$ cat src/act_defines.svh
// Purpose: constants of the conversion timing block
// Assumes: 200 MHz cpu clock, apb byte addresses
// Notes: definitions only
`ifndef ACT_DEFINES_SVH
`define ACT_DEFINES_SVH
`define ACT_OFF_CTRL 8'h00
`define ACT_OFF_RESULT 8'h04
`define ACT_OFF_STATUS 8'h08
`define ACT_OFF_MASK 8'h0c
`define ACT_DIV_HI 15
`define ACT_DIV_LO 14
`define ACT_SMP_HI 13
`define ACT_SMP_LO 12
`define ACT_START_BIT 0
`define ACT_CTRL_WMASK 16'hf000
`define ACT_CTRL_RST 16'h0000
`define ACT_BUSY_BIT 8
`define ACT_ST_DONE 0
`define ACT_ST_SAT 1
`define ACT_DIV_00 5'h04
`define ACT_DIV_01 5'h02
`define ACT_DIV_10 5'h10
`define ACT_DIV_11 5'h08
`define ACT_SMP_00 7'h08
`define ACT_SMP_01 7'h10
`define ACT_SMP_10 7'h20
`define ACT_SMP_11 7'h40
`define ACT_CONV_STEPS 6'h28
`define ACT_LOAD_CYC 6'h02
`define ACT_RES_MAX 10'h3ff
`endif

$ cat src/act_pkg.sv
// Purpose: types of the conversion timing block
// Assumes: nothing
// Notes: register state is one packed struct
package act_pkg;
  typedef enum logic [1:0] {
    ST_IDLE = 2'b00,
    ST_SAMPLE = 2'b01,
    ST_CONV = 2'b10,
    ST_LOAD = 2'b11
  } act_state_t;
  typedef struct packed {
    logic psel;
    logic penable;
    logic pwrite;
    logic [7:0] paddr;
    logic [31:0] pwdata;
  } act_apb_req_t;
  typedef struct packed {
    logic [31:0] prdata;
    logic pready;
    logic pslverr;
  } act_apb_rsp_t;
  typedef struct packed {
    act_state_t st;
    logic [3:0] pre;
    logic [5:0] cnt;
    logic [3:0] ctl;
    logic [1:0] div_sel;
    logic [1:0] smp_sel;
    logic [9:0] held;
    logic below;
    logic above;
    logic [9:0] sar;
    logic [9:0] bitm;
    logic [9:0] res;
    logic [1:0] stat;
    logic [1:0] mask;
    logic irq;
    logic busy;
    logic samp;
    logic fin;
    act_apb_rsp_t rsp;
  } act_regs_t;
endpackage

$ cat src/act_conv_timing.sv
// Purpose: sar converter timing, result saturation and apb registers
// Assumes: digitised input code and range flags arrive synchronous
// Notes: one wait state on every apb access
//
// Functional notes
// - basic clock is cpu clock divided 4/2/16/8
// - sample period 8/16/32/64 basic clocks
// - conversion: sample, 40 basic clocks, 2 cpu
// - conversion duration set by divider and sample codes only, not by the input
// - out-of-range input gives 000 or 3ff
// - input frozen at end of sample
//
// The implementer's own choices: the placing of the registers and the APB interface to the registers.
`include "act_defines.svh"
`timescale 1ns/1ps
`default_nettype none
module act_conv_timing #(
  parameter int RES_W = 10
) (
  input wire logic clk_i,
  input wire logic reset_n_i,
  input wire act_pkg::act_apb_req_t apb_i,
  output act_pkg::act_apb_rsp_t apb_o,
  input wire logic [9:0] ain_code_i,
  input wire logic ain_below_i,
  input wire logic ain_above_i,
  output logic sample_en_o,
  output logic busy_o,
  output logic irq_o
);
  generate
    if (RES_W != 10) begin : g_bad_width
      $error("act_conv_timing serves a 10-bit result only");
    end
  endgenerate

  act_pkg::act_regs_t q_r;
  act_pkg::act_regs_t q_nxt;

  function automatic logic [4:0] div_of(input logic [1:0] s);
    case (s)
      2'b00: div_of = `ACT_DIV_00;
      2'b01: div_of = `ACT_DIV_01;
      2'b10: div_of = `ACT_DIV_10;
      default: div_of = `ACT_DIV_11;
    endcase
  endfunction

  function automatic logic [6:0] smp_of(input logic [1:0] s);
    case (s)
      2'b00: smp_of = `ACT_SMP_00;
      2'b01: smp_of = `ACT_SMP_01;
      2'b10: smp_of = `ACT_SMP_10;
      default: smp_of = `ACT_SMP_11;
    endcase
  endfunction

  logic tick;
  logic acc;
  logic wr_en;
  logic start;
  logic [1:0] w1c;
  logic [1:0] set_ev;
  logic [9:0] trial;

  // basic clock tick, prescaler restarted at each start
  assign tick = ({1'b0, q_r.pre} == div_of(q_r.div_sel) - 5'h01);
  assign acc = apb_i.psel && apb_i.penable;
  assign wr_en = acc && q_r.rsp.pready && apb_i.pwrite;
  assign trial = q_r.sar | q_r.bitm;

  always_comb begin
    q_nxt = q_r;
    start = 1'b0;
    w1c = 2'b00;
    set_ev = 2'b00;
    q_nxt.fin = 1'b0;
    q_nxt.pre = tick ? 4'h0 : q_r.pre + 4'h1;
    // register writes take effect at the completing edge only
    if (wr_en) begin
      case (apb_i.paddr)
        `ACT_OFF_CTRL: begin
          // field changes during a conversion wait for the next start
          q_nxt.ctl = apb_i.pwdata[`ACT_DIV_HI:`ACT_SMP_LO];
          start = apb_i.pwdata[`ACT_START_BIT] && (q_r.st == act_pkg::ST_IDLE);
        end
        `ACT_OFF_STATUS: w1c = apb_i.pwdata[1:0];
        `ACT_OFF_MASK: q_nxt.mask = apb_i.pwdata[1:0];
        default: ;
      endcase
    end
    case (q_r.st)
      act_pkg::ST_IDLE: begin
        if (start) begin
          // selects latched so the running conversion keeps its length
          q_nxt.div_sel = q_nxt.ctl[3:2];
          q_nxt.smp_sel = q_nxt.ctl[1:0];
          q_nxt.pre = 4'h0;
          q_nxt.cnt = 6'h00;
          q_nxt.st = act_pkg::ST_SAMPLE;
        end
      end
      act_pkg::ST_SAMPLE: begin
        if (tick) begin
          q_nxt.cnt = q_r.cnt + 6'h01;
          if ({1'b0, q_r.cnt} == smp_of(q_r.smp_sel) - 7'h01) begin
            q_nxt.held = ain_code_i;
            q_nxt.below = ain_below_i;
            q_nxt.above = ain_above_i && !ain_below_i;
            q_nxt.sar = 10'h000;
            q_nxt.bitm = 10'h200;
            q_nxt.cnt = 6'h00;
            q_nxt.st = act_pkg::ST_CONV;
          end
        end
      end
      act_pkg::ST_CONV: begin
        if (tick) begin
          q_nxt.cnt = q_r.cnt + 6'h01;
          // four basic clocks per bit decision
          if (q_r.cnt[1:0] == 2'b11) begin
            if (trial <= q_r.held) begin
              q_nxt.sar = trial;
            end
            q_nxt.bitm = q_r.bitm >> 1;
          end
          if (q_r.cnt == `ACT_CONV_STEPS - 6'h01) begin
            q_nxt.cnt = 6'h00;
            q_nxt.st = act_pkg::ST_LOAD;
          end
        end
      end
      act_pkg::ST_LOAD: begin
        q_nxt.cnt = q_r.cnt + 6'h01;
        if (q_r.cnt == `ACT_LOAD_CYC - 6'h01) begin
          if (q_r.below) begin
            q_nxt.res = 10'h000;
          end else if (q_r.above) begin
            q_nxt.res = `ACT_RES_MAX;
          end else begin
            q_nxt.res = q_r.sar;
          end
          set_ev[`ACT_ST_DONE] = 1'b1;
          set_ev[`ACT_ST_SAT] = q_r.below || q_r.above;
          q_nxt.fin = 1'b1;
          q_nxt.cnt = 6'h00;
          q_nxt.st = act_pkg::ST_IDLE;
        end
      end
      default: q_nxt.st = act_pkg::ST_IDLE;
    endcase
    // hardware set beats a same-cycle software clear
    q_nxt.stat = (q_r.stat & ~w1c) | set_ev;
    q_nxt.irq = |(q_nxt.stat & q_nxt.mask);
    q_nxt.busy = (q_nxt.st != act_pkg::ST_IDLE);
    q_nxt.samp = (q_nxt.st == act_pkg::ST_SAMPLE);
    // apb: answer one cycle into the access phase
    q_nxt.rsp.pready = acc && !q_r.rsp.pready;
    q_nxt.rsp.pslverr = 1'b0;
    q_nxt.rsp.prdata = 32'h0000_0000;
    if (acc && !q_r.rsp.pready) begin
      case (apb_i.paddr)
        `ACT_OFF_CTRL: q_nxt.rsp.prdata[`ACT_DIV_HI:`ACT_SMP_LO] = q_r.ctl;
        `ACT_OFF_RESULT: q_nxt.rsp.prdata[9:0] = q_r.res;
        `ACT_OFF_STATUS: begin
          q_nxt.rsp.prdata[1:0] = q_r.stat;
          q_nxt.rsp.prdata[`ACT_BUSY_BIT] = q_r.busy;
        end
        `ACT_OFF_MASK: q_nxt.rsp.prdata[1:0] = q_r.mask;
        default: q_nxt.rsp.pslverr = 1'b1;
      endcase
    end
  end

  always_ff @(posedge clk_i or negedge reset_n_i) begin
    if (!reset_n_i) begin
      q_r <= '0;
      q_r.ctl <= 4'(`ACT_CTRL_RST >> `ACT_SMP_LO);
    end else begin
      q_r <= q_nxt;
    end
  end

  assign apb_o = q_r.rsp;
  assign sample_en_o = q_r.samp;
  assign busy_o = q_r.busy;
  assign irq_o = q_r.irq;

  // helper counters read only by the checks below
  logic [11:0] dur_r;
  logic [4:0] gap_r;
  logic [11:0] exp_len;
  logic [11:0] smp_len;
  // widened before the product so the longest setting cannot wrap
  assign smp_len = 12'(div_of(q_r.div_sel)) * 12'(smp_of(q_r.smp_sel));
  assign exp_len = 12'(div_of(q_r.div_sel)) * (12'(smp_of(q_r.smp_sel)) + 12'(`ACT_CONV_STEPS))
    + 12'(`ACT_LOAD_CYC);
  always_ff @(posedge clk_i or negedge reset_n_i) begin
    if (!reset_n_i) begin
      dur_r <= 12'h000;
      gap_r <= 5'h00;
    end else begin
      dur_r <= q_r.busy ? dur_r + 12'h001 : 12'h000;
      gap_r <= (tick || !q_r.busy) ? 5'h00 : gap_r + 5'h01;
    end
  end
endmodule
`default_nettype wire

$ cat config.mk
export PLATFORM = sky130hd
export DESIGN_NAME = act_conv_timing
export DESIGN_NICKNAME = d
export VERILOG_FILES = /design/src/act_pkg.sv /design/src/act_conv_timing.sv
export VERILOG_INCLUDE_DIRS = /design/src
export SDC_FILE = /design/constraint.sdc
export NUM_CORES = 1
export LEC_CHECK = 0
export CORE_MARGIN = 10
export CORE_UTILIZATION = 55
export CTS_BUF_LIST = sky130_fd_sc_hd__clkbuf_8
export CTS_CLUSTER_DIAMETER = 60
export DETAILED_ROUTE_END_ITERATION = 8
export DONT_BUFFER_PORTS = 1
export GPL_TIMING_DRIVEN = 1
export PLACE_DENSITY = 0.7
export SETUP_SLACK_MARGIN = 0.02
export SLEW_MARGIN = 20
export SYNTH_ARGS = -nofsm -noshare
export SYNTH_HDL_FRONTEND = slang
export SYNTH_SLANG_ARGS = --single-unit
$ cat constraint.sdc
create_clock -name clk_i -period 5.8 [get_ports clk_i]
set_input_delay 0.29 -clock clk_i [delete_from_list [all_inputs] [get_ports clk_i]]
set_output_delay 0.29 -clock clk_i [all_outputs]
set_load 0.05 [all_outputs]
# Word-level counts from Yosys, hierarchy flattened
# Index checks and enable logic that the tools add are counted.
# W data, S select, Z words.
totals:
  out_inout_bits: 37
  in_bits: 57
  word_cells: 121
  regBits: 85
op_classes:
  n_addsub: 4
  n_eq_ne: 22
  n_reduce_logical: 23
  mux: 46
  magnitude_cmp: 1
  bitwise_logic: 5
op_table:
  columns: ["op", "count"]
  rows:
  - ["$mux W20", 4]
  - ["$mux W10", 4]
  - ["$pmux W20 S2", 1]
  - ["$mux W6", 6]
  - ["$mux W4", 6]
  - ["$pmux W6 S4", 1]
  - ["$mux W2", 11]
  - ["$pmux W7 S3", 1]
  - ["$eq A8 B4 Y1 const B", 2]
  - ["$pmux W5 S3", 1]
  - ["$mux W7", 2]
  - ["$mux W12", 1]
  - ["$ne A2 B2 Y1 const B", 6]
  - ["$eq A2 B2 Y1 const B", 5]
  - ["$le A10 B10 Y1", 1]
  - ["$or A10 B10 Y10", 1]
  - ["$eq A2 B1 Y1 const B", 4]
  - ["$eq A8 B3 Y1 const B", 1]
  - ["$logic_not A8 Y1", 1]
  - ["$pmux W2 S4", 1]
  - ["$eq A6 B7 Y1", 1]
  - ["$sub A7 B1 Y7 const B", 1]
  - ["$add A6 B1 Y6 const B", 1]
  - ["$eq A6 B1 Y1 const B", 1]
  - ["21 further kinds", 37]

# Logic depth before layout (Yosys ltp)
# Gate-level depths: netlist of run 1.
depth:
  depth_word: 12
  mapped_depth: 9
  depth_no_buf: 8

# Worst setup path after synthesis of run 1
# Ideal clock, no wire load.
synth_timing:
  kind: "register to register"
  start: "register q_r[65] (netlist bit)"
  end: "register q_r[62] (netlist bit)"
  setup_slack_ns: 3.544
  path_buffers: 0
  synth_period_minus_slack_ns: 2.256
  arrival_ns: 2.189
  stages_incl_launch_ff: 9
  cell_sequence: "dfrtp_1 -> or2_2 -> ha_1 -> a21o_1 -> a21o_1 -> a211oi_1 -> o21ai_0 -> a211oi_4 -> a22o_1"
synth_between:
  elab_chain_len: 4
synth_rtl:
  columns: ["item", "line", "source"]
  rows:
  - ["from (decl)", "act_conv_timing.sv:37", "act_pkg::act_regs_t q_r;"]
  - ["from (signal assigned)", "act_conv_timing.sv:180", "q_r <= q_nxt;"]
  - ["$or A10 B10 Y10", "act_conv_timing.sv:70", "assign trial = q_r.sar | q_r.bitm;"]
  - ["$le A10 B10 Y1", "act_conv_timing.sv:122", "if (trial <= q_r.held) begin"]
  - ["$ne A2 B2 Y1 (no line)", null, null]
  - ["$reduce_and A6 Y1 (no line)", null, null]
# Every way passes these cells.
# A chain may end at the register's enable or synchronous reset.

# Final worst setup path of run 1
layout_timing:
  start: "register q_r[65] (netlist bit)"
  end: "register q_r[70] (netlist bit)"
# Same word-level chain as after synthesis.

==> flow_results.xml, run 1 <==
<?xml version="1.0" encoding="UTF-8"?>
<metrics>
  <group name="sta">
    <metric name="fin_setup_tns" unit="ns">0</metric>
    <metric name="final_hold_viol_count" unit="">0</metric>
    <metric name="rsz0062_at_grt" unit="">no</metric>
    <metric name="skew" unit="ns">0.0128</metric>
    <metric name="drv_slew" unit="">0</metric>
    <metric name="final_min_period_over_clock_period" unit="%">44.3</metric>
    <metric name="period_minus_slack" unit="ns">2.57</metric>
    <metric name="setup_viol_count_final" unit="">0</metric>
    <metric name="relSlewSlack" unit="%">48.0</metric>
    <metric name="worst-slew-pin-transition" unit="ns">0.780</metric>
    <metric name="max_freq" unit="MHz">389</metric>
  </group>
  <group name="synth">
    <metric name="synth_largest_area_cell" unit="">dfrtp_1</metric>
    <metric name="flip_flop_and_latch_count_after_synthesis" unit="">85</metric>
    <metric name="syn_inst" unit="">397</metric>
    <metric name="dominantRegCellSynth" unit="">dfrtp_1</metric>
    <metric name="count_of_synthesis_stage_warnings_from_yosys" unit="">0</metric>
    <metric name="netlist_top_cells_area" unit="">dfrtp_1 (51%), buf_4 (6.2%), a22o_1 (4.0%)</metric>
    <metric name="synthArstFlopShare" unit="%">100</metric>
    <metric name="synth_area" unit="um^2">4140</metric>
    <metric name="synth_seq_area_share" unit="%">51.4</metric>
    <metric name="synth_cell_types" unit="">50</metric>
    <metric name="synth-edff-count" unit="">0</metric>
    <metric name="netlist.area_leader.share" unit="%">51.4</metric>
    <metric name="syn-mean-instance-area" unit="um^2">10.4</metric>
  </group>
  <group name="grt">
    <metric name="grt_start_max_net_pins" unit="">86</metric>
    <metric name="grt_pass1_wl" unit="um">13300</metric>
    <metric name="grt_pass1_vias" unit="">2674</metric>
    <metric name="grtUsageTotal" unit="%">14.2</metric>
    <metric name="grt_remaining_overflow" unit="">0</metric>
    <metric name="initial_antenna_violation_count" unit="">0</metric>
  </group>
  <group name="clock_tree">
    <metric name="cts.root.buffer_cell" unit="">clkbuf_8</metric>
    <metric name="insertion_delay" unit="ns">0.37</metric>
    <metric name="cts.clk_slew.worst_paths" unit="ns">0.10</metric>
    <metric name="cts.htree.levels" unit="">3</metric>
    <metric name="cts.sink_count" unit="">85</metric>
    <metric name="tritoncts_buffer_count" unit="">9</metric>
    <metric name="cts-root-to-sink-buffers" unit="">2</metric>
    <metric name="cts_tree" unit="">built</metric>
    <metric name="cts.repair.resized" unit="">0</metric>
  </group>
  <group name="route">
    <metric name="postRouteAntennaNets" unit="">0</metric>
    <metric name="routed_wire_length_per_instance" unit="um">16.1</metric>
    <metric name="avgViaCountPerCell" unit="">5.56</metric>
    <metric name="drt_pre_antenna_iters" unit="">4</metric>
    <metric name="drc" unit="">0</metric>
    <metric name="drt-total-wl" unit="um">7810</metric>
    <metric name="number_of_vias_after_detailed_routing" unit="">2702</metric>
    <metric name="drt_iter0_markers" unit="">215</metric>
  </group>
  <group name="flow_run">
    <metric name="drv_cap" unit="">0</metric>
  </group>
  <group name="pwr">
    <metric name="worst_vdd_rail_ir_drop" unit="mV">0.101</metric>
    <metric name="power.density" unit="nW/um^2">245</metric>
    <metric name="power.static_leakage" unit="nW">2.05</metric>
  </group>
  <group name="layout">
    <metric name="post-route-cell-area" unit="um^2">4260</metric>
    <metric name="num-nets-final" unit="">452</metric>
    <metric name="area_growth" unit="%">2.99</metric>
    <metric name="antennaDiodeCount" unit="">0</metric>
    <metric name="layout_cell_share_with_drive_strength_beyond_1" unit="%">11.6</metric>
    <metric name="fill_cells" unit="">635</metric>
  </group>
  <group name="hold_path">
    <metric name="timing.hold.worst_path_depth" unit="">2</metric>
    <metric name="min_to" unit="">q_r[73]</metric>
    <metric name="hold_class" unit="">input port to flip-flop</metric>
    <metric name="worst_hold_startpoint" unit="">ain_below_i</metric>
  </group>
  <group name="worst_setup_path">
    <metric name="arrival_time_worst_endpoint" unit="ns">2.87</metric>
    <metric name="timing.setup.critical_path_class" unit="">flip-flop to flip-flop</metric>
    <metric name="r2r-end" unit="">q_r[70]</metric>
    <metric name="timing.critical_path.to_type" unit="">flip-flop</metric>
    <metric name="critPathLaunchType" unit="">flip-flop</metric>
    <metric name="timing.critical_path.fanout_max" unit="">10</metric>
    <metric name="cp_data_required_time" unit="ns">6.10</metric>
    <metric name="reg2reg_setup_slack" unit="ns">3.23</metric>
    <metric name="reg2reg_from" unit="">q_r[65]</metric>
    <metric name="timing.reg2reg.worst_path_depth" unit="">8</metric>
  </group>
  <group name="die">
    <metric name="placeableCoreArea" unit="um^2">7290</metric>
    <metric name="initial_standard_cell_utilization_of_the_core" unit="%">56.7</metric>
    <metric name="die_width" unit="um">107</metric>
    <metric name="row_count" unit="">31</metric>
    <metric name="io_pins" unit="">94</metric>
    <metric name="die_height" unit="um">107</metric>
    <metric name="die-area" unit="um^2">11400</metric>
  </group>
  <group name="outcome">
    <metric name="outcome" unit="">finished, final reports clean</metric>
  </group>
  <group name="placement">
    <metric name="gpl.final_weighted_congestion" unit="">0.861</metric>
    <metric name="dp_hpwl" unit="um">5660</metric>
    <metric name="io_port_bufs" unit="">0</metric>
    <metric name="dpl_cell_area" unit="um^2">4020</metric>
  </group>
</metrics>
[routing by layer]
layer	share of wire, %	GRT usage, %
met5	0	0
met4	1.7	4.93
met3	8.5	6.59
met2	42	20.1
met1	47	18.8
[Yosys cell counts (all sizes together), types with 4 or more instances]
library cell,instances
and3,4
clkbuf,9
a22o,19
and2,15
or2,10
inv,14
nor3,6
o31ai,11
dfrtp,85
nand2,40
nand3,9
nor2,33
nand4,6
nor2b,4
nand2b,4
buf,37
a21oi,5
o21ai,18
ha,13
mux2,11
o211ai,4
[sequential cells by signal, summed over array words and instances (netlist names)]
signal / cells
apb_o: 16
busy_o: 1
irq_o: 1
q_r: 66
sample_en_o: 1
[worst max-delay path by stage]
stage / startpoint / endpoint / cells after the start
after floorplan: q_r[65] / q_r[62] / 8
after global placement: q_r[93] / q_r[95] / 8
after detailed placement: q_r[93] / q_r[95] / 8
after CTS: q_r[93] / q_r[95] / 8
after global routing: q_r[100] / q_r[67] / 6
final: q_r[65] / q_r[70] / 8
[timing repair]
item | 4_1_cts | 5_1_grt
hold endpoints to repair | 85 | 0
hold buffers | 2 | 0
setup buffers | 0 | 0
[worst max-delay path, stage by stage, from the launching register on]
cell and delay (ns):
dfrtp_1 0.42, or2_2 0.32, ha_1 0.29, a21o_1 0.18, a21o_1 0.17, a211oi_1 0.24
o21ai_0 0.17, a211oi_4 0.51, a22o_1 0.21
[cell usage in the layout, fill, tap and decap left out, types with 5 or more instances in the layout]
master / n
a21oi_1: 5
a22o_1: 19
and2_1: 15
clkbuf_8: 9
conb_1: 18
dfrtp_1: 85
ha_1: 13
inv_1: 14
mux2_2: 11
nand2_1: 38
nand3_1: 9
nand4_1: 5
nor2_1: 33
nor3_1: 5
o21ai_0: 9
o21ai_1: 9
o31ai_1: 11
or2_2: 10
[logic make-up after synthesis]
| logic type | synth area share, % |
|---|---|
| AOI/OAI and AO/OA | 14.5 |
| xor gates and xnor gates | 0.635 |
| adders and majority gates | 3.93 |
| buffers and inverters | 8.62 |
| DFF | 51.4 |
| muxes | 2.99 |
| other | 0.0907 |
| and+or+nand+nor | 17.8 |
[metrics by stage]
| stage | power, mW | std cells | hold slack, ns | util [%] | setup WS (ns) |
|---|---|---|---|---|---|
| 6_report | 1.04 | 486 | 0.0370 | 58.4 | 3.23 |
| 5_1_grt | 1.08 | 486 | 0.0252 | 58.4 | 2.99 |
| 4_1_cts | 1.05 | 485 | 0.0234 | 58.3 | 3.03 |
| 3_5_place_dp | 0.638 | 467 | -0.00225 | 55.1 | 3.04 |
| 3_3_place_gp | 0.638 | 467 | -0.00239 | 55.1 | 3.01 |
| 2_1_floorplan | 0.650 | 414 | -0.00559 | - | 3.54 |
[cell type report]
type / count / area (um^2) / area share, %
repair buffers: 3 / 48.8 / 1.15
inverters: 14 / 52.6 / 1.23
clock inverters: 7 / 67.6 / 1.59
flip-flops and latches: 85 / 2130 / 49.9
clock buffers: 9 / 124 / 2.91
well taps: 99 / 124 / 2.91
multi-input cells: 269 / 1720 / 40.3
[power breakdown]
group,internal (mW),total (mW),switching [mW]
sequential,0.593,0.597,0.00373
combinational,0.00506,0.0439,0.0389
clock,0.165,0.402,0.237
total,0.763,1.04,0.280
Note: power is estimated with default switching activity, not from simulation.
==> run 2: changes to the inputs <==
--- a/config.mk
+++ b/config.mk
@@ -13,7 +13,7 @@
 export DETAILED_ROUTE_END_ITERATION = 8
 export DONT_BUFFER_PORTS = 1
 export GPL_TIMING_DRIVEN = 1
-export PLACE_DENSITY = 0.7
+export PLACE_DENSITY = 0.73
 export SETUP_SLACK_MARGIN = 0.02
 export SLEW_MARGIN = 20
 export SYNTH_ARGS = -nofsm -noshare
==> constraint.sdc (replaced) <==
create_clock -name clk_i -period 2.25 [get_ports clk_i]
set_input_delay 0.1125 -clock clk_i [delete_from_list [all_inputs] [get_ports clk_i]]
set_output_delay 0.1125 -clock clk_i [all_outputs]
set_load 0.05 [all_outputs]
==> run 2 against run 1 <==
Power grew to 2.7 times the previous value. Count of clock-buffer cells in the layout rose by 1. Flip-flop and latch count unchanged. First-iteration DRC count fell by 7.9%. Critical endpoint is now q_r[67].
==> flow_results.xml, run 2 (synthesis gave the netlist of run 1 again) <==
<?xml version="1.0" encoding="UTF-8"?>
<metrics>
  <group name="hold_path">
    <metric name="worst_hold_startpoint" unit="">apb_i[34]</metric>
    <metric name="hold_class" unit="">input port to flip-flop</metric>
  </group>
  <group name="route">
    <metric name="drt_pre_antenna_iters" unit="">4</metric>
    <metric name="postRouteAntennaNets" unit="">0</metric>
    <metric name="routed_wire_length_per_instance" unit="um">15.9</metric>
    <metric name="drt_iter0_markers" unit="">198</metric>
    <metric name="number_of_vias_after_detailed_routing" unit="">2935</metric>
    <metric name="avgViaCountPerCell" unit="">5.51</metric>
    <metric name="drt-total-wl" unit="um">8480</metric>
    <metric name="drc" unit="">0</metric>
  </group>
  <group name="pwr">
    <metric name="total_power" unit="mW">2.76</metric>
    <metric name="power.density" unit="nW/um^2">582</metric>
    <metric name="worst_vdd_rail_ir_drop" unit="mV">0.342</metric>
    <metric name="power.static_leakage" unit="nW">2.30</metric>
  </group>
  <group name="sta">
    <metric name="final_hold_viol_count" unit="">0</metric>
    <metric name="max_freq" unit="MHz">464</metric>
    <metric name="fin_ws" unit="ns">0.0935</metric>
    <metric name="worst-slew-pin-transition" unit="ns">0.566</metric>
    <metric name="setup_viol_count_final" unit="">0</metric>
    <metric name="rsz0062_at_grt" unit="">yes</metric>
    <metric name="relSlewSlack" unit="%">61.9</metric>
    <metric name="drv_slew" unit="">0</metric>
    <metric name="skew" unit="ns">0.0159</metric>
    <metric name="final_min_period_over_clock_period" unit="%">95.8</metric>
    <metric name="fin_setup_tns" unit="ns">0</metric>
    <metric name="period_minus_slack" unit="ns">2.16</metric>
    <metric name="hold-worst-slack" unit="ns">0.0187</metric>
  </group>
  <group name="placement">
    <metric name="dpl_cell_area" unit="um^2">4210</metric>
    <metric name="io_port_bufs" unit="">0</metric>
    <metric name="dp.cells" unit="">490</metric>
    <metric name="dp_hpwl" unit="um">5760</metric>
    <metric name="worst_setup_slack_post_dpl" unit="ns">-0.116</metric>
    <metric name="gpl.final_weighted_congestion" unit="">0.884</metric>
  </group>
  <group name="worst_setup_path">
    <metric name="critPathLaunch" unit="">q_r[65]</metric>
    <metric name="timing.setup.critical_path_class" unit="">flip-flop to flip-flop</metric>
    <metric name="slowest_delay" unit="ns">0.40</metric>
    <metric name="arrival_time_worst_endpoint" unit="ns">2.44</metric>
    <metric name="timing.critical_path.mode_cell" unit="">a21o_1</metric>
    <metric name="cp_num_buf_inv" unit="">1</metric>
    <metric name="family_of_cells_with_the_greatest_summed_delay_on_the_critical_path" unit="">compound AO/OA/AOI/OAI gates</metric>
    <metric name="timing.critical_path.to_type" unit="">flip-flop</metric>
    <metric name="timing.critical_path.fanout_max" unit="">5</metric>
    <metric name="cp_slowest_cell" unit="">dfrtp_1</metric>
    <metric name="worstPathCellList" unit="">or2_4, ha_4, a21o_1, a21o_1, a211oi_2, o21ai_2, a211oi_4, buf_6, a22o_1</metric>
    <metric name="critPathLaunchType" unit="">flip-flop</metric>
    <metric name="reg2reg_from" unit="">q_r[65]</metric>
    <metric name="cp_data_required_time" unit="ns">2.53</metric>
  </group>
  <group name="layout">
    <metric name="multiInputGateArea" unit="um^2">1790</metric>
    <metric name="fill_cells" unit="">584</metric>
    <metric name="instances_no_fill" unit="">533</metric>
    <metric name="area.sequential" unit="um^2">2130</metric>
    <metric name="layout_cell_share_with_drive_strength_beyond_1" unit="%">18.2</metric>
    <metric name="number_of_flip_flops_under_the_largest_register_name" unit="">66</metric>
    <metric name="area_growth" unit="%">14.9</metric>
    <metric name="regMostFlops" unit="">q_r</metric>
    <metric name="layout.cells.most_common" unit="">dfrtp_1</metric>
    <metric name="leading_cell_types_in_the_layout_fill_and_taps_excluded" unit="">dfrtp_1 (85), nand2_1 (38), nor2_1 (33)</metric>
    <metric name="antennaDiodeCount" unit="">0</metric>
    <metric name="post_layout_util" unit="%">65.2</metric>
    <metric name="num-nets-final" unit="">499</metric>
    <metric name="post-route-cell-area" unit="um^2">4750</metric>
  </group>
  <group name="grt">
    <metric name="grt_remaining_overflow" unit="">0</metric>
    <metric name="grt_pass1_vias" unit="">2960</metric>
    <metric name="initial_antenna_violation_count" unit="">0</metric>
    <metric name="grt_pass1_wl" unit="um">14500</metric>
    <metric name="grt_start_max_net_pins" unit="">86</metric>
    <metric name="grtUsageTotal" unit="%">15.5</metric>
  </group>
  <group name="die">
    <metric name="die_height" unit="um">107</metric>
    <metric name="io_pins" unit="">94</metric>
    <metric name="die-area" unit="um^2">11400</metric>
    <metric name="initial_standard_cell_utilization_of_the_core" unit="%">56.7</metric>
    <metric name="placeableCoreArea" unit="um^2">7290</metric>
    <metric name="die_width" unit="um">107</metric>
    <metric name="row_count" unit="">31</metric>
  </group>
  <group name="clock_tree">
    <metric name="cts.sink_count" unit="">85</metric>
    <metric name="cts.clk_slew.worst_paths" unit="ns">0.09</metric>
    <metric name="tritoncts_buffer_count" unit="">9</metric>
    <metric name="cts_tree" unit="">built</metric>
    <metric name="cts.htree.levels" unit="">3</metric>
    <metric name="cts-root-to-sink-buffers" unit="">2</metric>
    <metric name="cts.root.buffer_cell" unit="">clkbuf_8</metric>
    <metric name="insertion_delay" unit="ns">0.35</metric>
  </group>
  <group name="flow_run">
    <metric name="drv_cap" unit="">0</metric>
  </group>
  <group name="outcome">
    <metric name="outcome" unit="">finished, final reports clean</metric>
  </group>
</metrics>
[run 2: cell types whose count changed in the layout (fill, tap and decap cells not counted), sizes merged]
cell | before | now
clkinv | 1 | 3
dlygate4sd3 | 1 | 23
bufinv | 0 | 1
buf | 2 | 27
clkbuf | 9 | 10
clkinvlp | 3 | 0
inv | 17 | 16
[run 2: layer usage]
| layer | GRT usage, % | wire, um | up-vias | part of all wire, % |
|---|---|---|---|---|
| li1 | - | - | 1406 | - |
| met1 | 20.3 | 3900 | 1417 | 46 |
| met2 | 23.7 | 3820 | 107 | 45 |
| met3 | 5.33 | 705 | 5 | 8.3 |
| met4 | 4.74 | 59 | 0 | 0.70 |
| met5 | 0 | 0 | - | 0 |
[run 2: power by group]
| group | switching (mW) | leakage (nW) | total (mW) | internal (mW) |
|---|---|---|---|---|
| Clock | 0.536 | 0.108 | 1.08 | 0.542 |
| Sequential | 0.00534 | 1.08 | 1.53 | 1.53 |
| Combinational | 0.113 | 1.11 | 0.153 | 0.0397 |
| Total | 0.654 | 2.30 | 2.76 | 2.11 |
[run 2: repair_timing]
action | in CTS | in global routing
hold buffers | 24 | 0
pin swaps | 10 | 11
cloned | 1 | 0
buffers inserted | 3 | 1
endpoints found under the setup margin | 10 | 15
hold endpoints to repair | 114 | 0
gates resized for setup | 13 | 5
[run 2: worst register-to-register path, delay by kind of cell (launching register included)]
kind,cells,cell delay (ns)
flops,1,0.40
simple gates,1,0.27
buf+inv,1,0.16
fa+ha+maj,1,0.22
compound gates,6,1.04
[run 2: final cells by class]
cell class | instances | share of cell area (%)
clock buffer | 10 | 2.90
sequential | 85 | 44.8
inverter | 14 | 1.11
multi-input combinational | 269 | 37.6
timing repair buffer | 50 | 9.77
clock inverter | 6 | 1.29
tap | 99 | 2.61
[run 2: worst paths after layout]
| path | depth (start not counted) | slack, ns | end |
|---|---|---|---|
| worst max register to register | 9 | 0.09 | q_r[67] |
| worst max-delay path | 9 | 0.09 | q_r[67] |
| max in group asynchronous | 2 | 1.58 | q_r[94] |
| worst min register to register | 2 | 0.47 | q_r[49] |
| min in group asynchronous | 2 | 0.29 | q_r[101] |
| worst min-delay path | 2 | 0.02 | apb_o[14] |
==> run 3: changes to the inputs <==
--- a/config.mk
+++ b/config.mk
@@ -13,7 +13,7 @@
 export DETAILED_ROUTE_END_ITERATION = 8
 export DONT_BUFFER_PORTS = 1
 export GPL_TIMING_DRIVEN = 1
-export PLACE_DENSITY = 0.73
+export PLACE_DENSITY = 0.7
 export SETUP_SLACK_MARGIN = 0.02
 export SLEW_MARGIN = 20
 export SYNTH_ARGS = -nofsm -noshare
==> constraint.sdc (replaced) <==
create_clock -name clk_i -period 2.15 [get_ports clk_i]
set_input_delay 0.1075 -clock clk_i [delete_from_list [all_inputs] [get_ports clk_i]]
set_output_delay 0.1075 -clock clk_i [all_outputs]
set_load 0.05 [all_outputs]
==> run 3 against run 2 <==
The run now ends with setup timing left. Critical path type unchanged. Largest power group unchanged. Via count fell by 0.68%. Largest cell class unchanged. Non-clock buffer count rose by 8. Worst hold slack improved by 0.0044 ns. Highest routed layer unchanged.
==> flow_results.xml, run 3 (synthesis gave the netlist of run 1 again) <==
<?xml version="1.0" encoding="UTF-8"?>
<metrics>
  <group name="flow_run">
    <metric name="drv_cap" unit="">0</metric>
  </group>
  <group name="clock_tree">
    <metric name="cts.htree.levels" unit="">3</metric>
    <metric name="cts.root.buffer_cell" unit="">clkbuf_8</metric>
    <metric name="cts_tree" unit="">built</metric>
    <metric name="insertion_delay" unit="ns">0.35</metric>
    <metric name="tritoncts_buffer_count" unit="">9</metric>
    <metric name="cts.sink_count" unit="">85</metric>
    <metric name="cts.clk_slew.worst_paths" unit="ns">0.10</metric>
    <metric name="cts-root-to-sink-buffers" unit="">2</metric>
    <metric name="cts_post_setup_buffers_inserted" unit="">0</metric>
  </group>
  <group name="grt">
    <metric name="grt_pass1_wl" unit="um">14200</metric>
    <metric name="grt_pass1_vias" unit="">2920</metric>
    <metric name="grt_start_max_net_pins" unit="">86</metric>
    <metric name="grtUsageTotal" unit="%">15.2</metric>
    <metric name="grt_remaining_overflow" unit="">0</metric>
    <metric name="initial_antenna_violation_count" unit="">0</metric>
  </group>
  <group name="outcome">
    <metric name="outcome" unit="">complete, but fails checks</metric>
    <metric name="failed_checks" unit="">setup timing</metric>
  </group>
  <group name="worst_setup_path">
    <metric name="timing.setup.critical_path_class" unit="">flip-flop to flip-flop</metric>
    <metric name="arrival_time_worst_endpoint" unit="ns">2.47</metric>
    <metric name="timing.critical_path.fanout_max" unit="">10</metric>
    <metric name="cp_data_required_time" unit="ns">2.44</metric>
    <metric name="critPathLaunchType" unit="">flip-flop</metric>
    <metric name="timing.critical_path.to_type" unit="">flip-flop</metric>
  </group>
  <group name="sta">
    <metric name="skew" unit="ns">0.00964</metric>
    <metric name="period_minus_slack" unit="ns">2.18</metric>
    <metric name="setup_viol_count_final" unit="">10</metric>
    <metric name="relSlewSlack" unit="%">66.5</metric>
    <metric name="worst-slew-pin-transition" unit="ns">0.503</metric>
    <metric name="max_freq" unit="MHz">459</metric>
    <metric name="final_hold_viol_count" unit="">0</metric>
    <metric name="fin_ws" unit="ns">-0.0292</metric>
    <metric name="fin_setup_tns" unit="ns">-0.219</metric>
    <metric name="final_min_period_over_clock_period" unit="%">101</metric>
    <metric name="drv_slew" unit="">0</metric>
    <metric name="rsz0062_at_grt" unit="">yes</metric>
  </group>
  <group name="route">
    <metric name="postRouteAntennaNets" unit="">0</metric>
    <metric name="number_of_vias_after_detailed_routing" unit="">2915</metric>
    <metric name="drt_pre_antenna_iters" unit="">4</metric>
    <metric name="drc" unit="">0</metric>
    <metric name="drt-total-wl" unit="um">8520</metric>
    <metric name="drt_iter0_markers" unit="">131</metric>
    <metric name="routed_wire_length_per_instance" unit="um">15.7</metric>
    <metric name="avgViaCountPerCell" unit="">5.39</metric>
  </group>
  <group name="die">
    <metric name="io_pins" unit="">94</metric>
    <metric name="die_width" unit="um">107</metric>
    <metric name="initial_standard_cell_utilization_of_the_core" unit="%">56.7</metric>
    <metric name="placeableCoreArea" unit="um^2">7290</metric>
    <metric name="die_height" unit="um">107</metric>
    <metric name="row_count" unit="">31</metric>
    <metric name="die-area" unit="um^2">11400</metric>
  </group>
  <group name="layout">
    <metric name="regMostFlops" unit="">q_r</metric>
    <metric name="num-nets-final" unit="">507</metric>
    <metric name="number_of_flip_flops_under_the_largest_register_name" unit="">66</metric>
    <metric name="antennaDiodeCount" unit="">0</metric>
    <metric name="area_growth" unit="%">15.9</metric>
    <metric name="layout_cell_share_with_drive_strength_beyond_1" unit="%">18.8</metric>
    <metric name="layout.cells.most_common" unit="">dfrtp_1</metric>
    <metric name="leading_cell_types_in_the_layout_fill_and_taps_excluded" unit="">dfrtp_1 (85), nand2_1 (38), nor2_1 (33)</metric>
  </group>
  <group name="pwr">
    <metric name="worst_vdd_rail_ir_drop" unit="mV">0.339</metric>
    <metric name="power.static_leakage" unit="nW">2.32</metric>
    <metric name="power.density" unit="nW/um^2">611</metric>
    <metric name="total_power" unit="mW">2.93</metric>
  </group>
  <group name="placement">
    <metric name="gpl.final_weighted_congestion" unit="">0.879</metric>
    <metric name="worst_setup_slack_post_dpl" unit="ns">-0.0635</metric>
    <metric name="dp_hpwl" unit="um">5940</metric>
    <metric name="io_port_bufs" unit="">0</metric>
  </group>
  <group name="hold_path">
    <metric name="hold_class" unit="">input port to flip-flop</metric>
  </group>
</metrics>
-- run 3: stage by stage --
step / util, % / std cells / hold WS (ns) / cell area (um^2)
floorplan: - / 414 / -0.188 / 4220
global placement: 59.0 / 500 / -0.186 / 4300
detailed placement: 59.0 / 500 / -0.186 / 4300
CTS: 65.4 / 540 / 0.00530 / 4770
global route: 65.8 / 541 / 0.00393 / 4790
finish: 65.8 / 541 / 0.0232 / 4790
-- run 3: what timing repair did --
action	CTS	global route
gates cloned	0	0
pin swaps	1	3
hold buffers	24	1
endpoints found under the setup margin	10	25
resized for setup	1	5
hold endpoints to repair	114	3
-- run 3: worst max-delay path: stages (launching register included) --
cell and delay [ns]:
dfrtp_1 0.40, or2_4 0.27, ha_4 0.21, a21o_1 0.17
a21o_1 0.18, a211oi_2 0.24, o21ai_2 0.12, a211oi_4 0.25
buf_12 0.16, a22o_1 0.12
-- run 3: path summary, 6_finish.rpt --
check | cells past startpoint | end | slack, ns | from
max | 9 | q_r[70] | -0.03 | q_r[65]
min | 2 | apb_o[17] | 0.02 | apb_i[35]
max reg2reg | 9 | q_r[70] | -0.03 | q_r[65]
min reg2reg | 2 | q_r[51] | 0.48 | q_r[51]
max in group asynchronous | 2 | apb_o[2] | 1.50 | reset_n_i
min in group asynchronous | 2 | q_r[96] | 0.32 | reset_n_i
-- run 3: final cells by class --
cell class	count	area (um^2)
multi-input combinational	269	1750
inverter	14	52.6
clock buffer	9	124
tap	99	124
sequential	85	2130
timing repair buffer	58	532
clock inverter	7	81.3
fill	581	2500
-- run 3: per-layer routing --
metal | vias up | GRT usage, % | part of all wire, % | routed length [um]
li1 | 1416 | - | - | -
met1 | 1415 | 20.7 | 49 | 4170
met2 | 77 | 23.0 | 44 | 3760
met3 | 7 | 5.09 | 6.4 | 548
met4 | 0 | 3.19 | 0.56 | 48
met5 | - | 0 | 0 | 0
-- run 3: report_power, final --
group | switching (mW) | internal, mW
Clock | 0.610 | 0.553
Combinational | 0.120 | 0.0432
Sequential | 0.00544 | 1.60
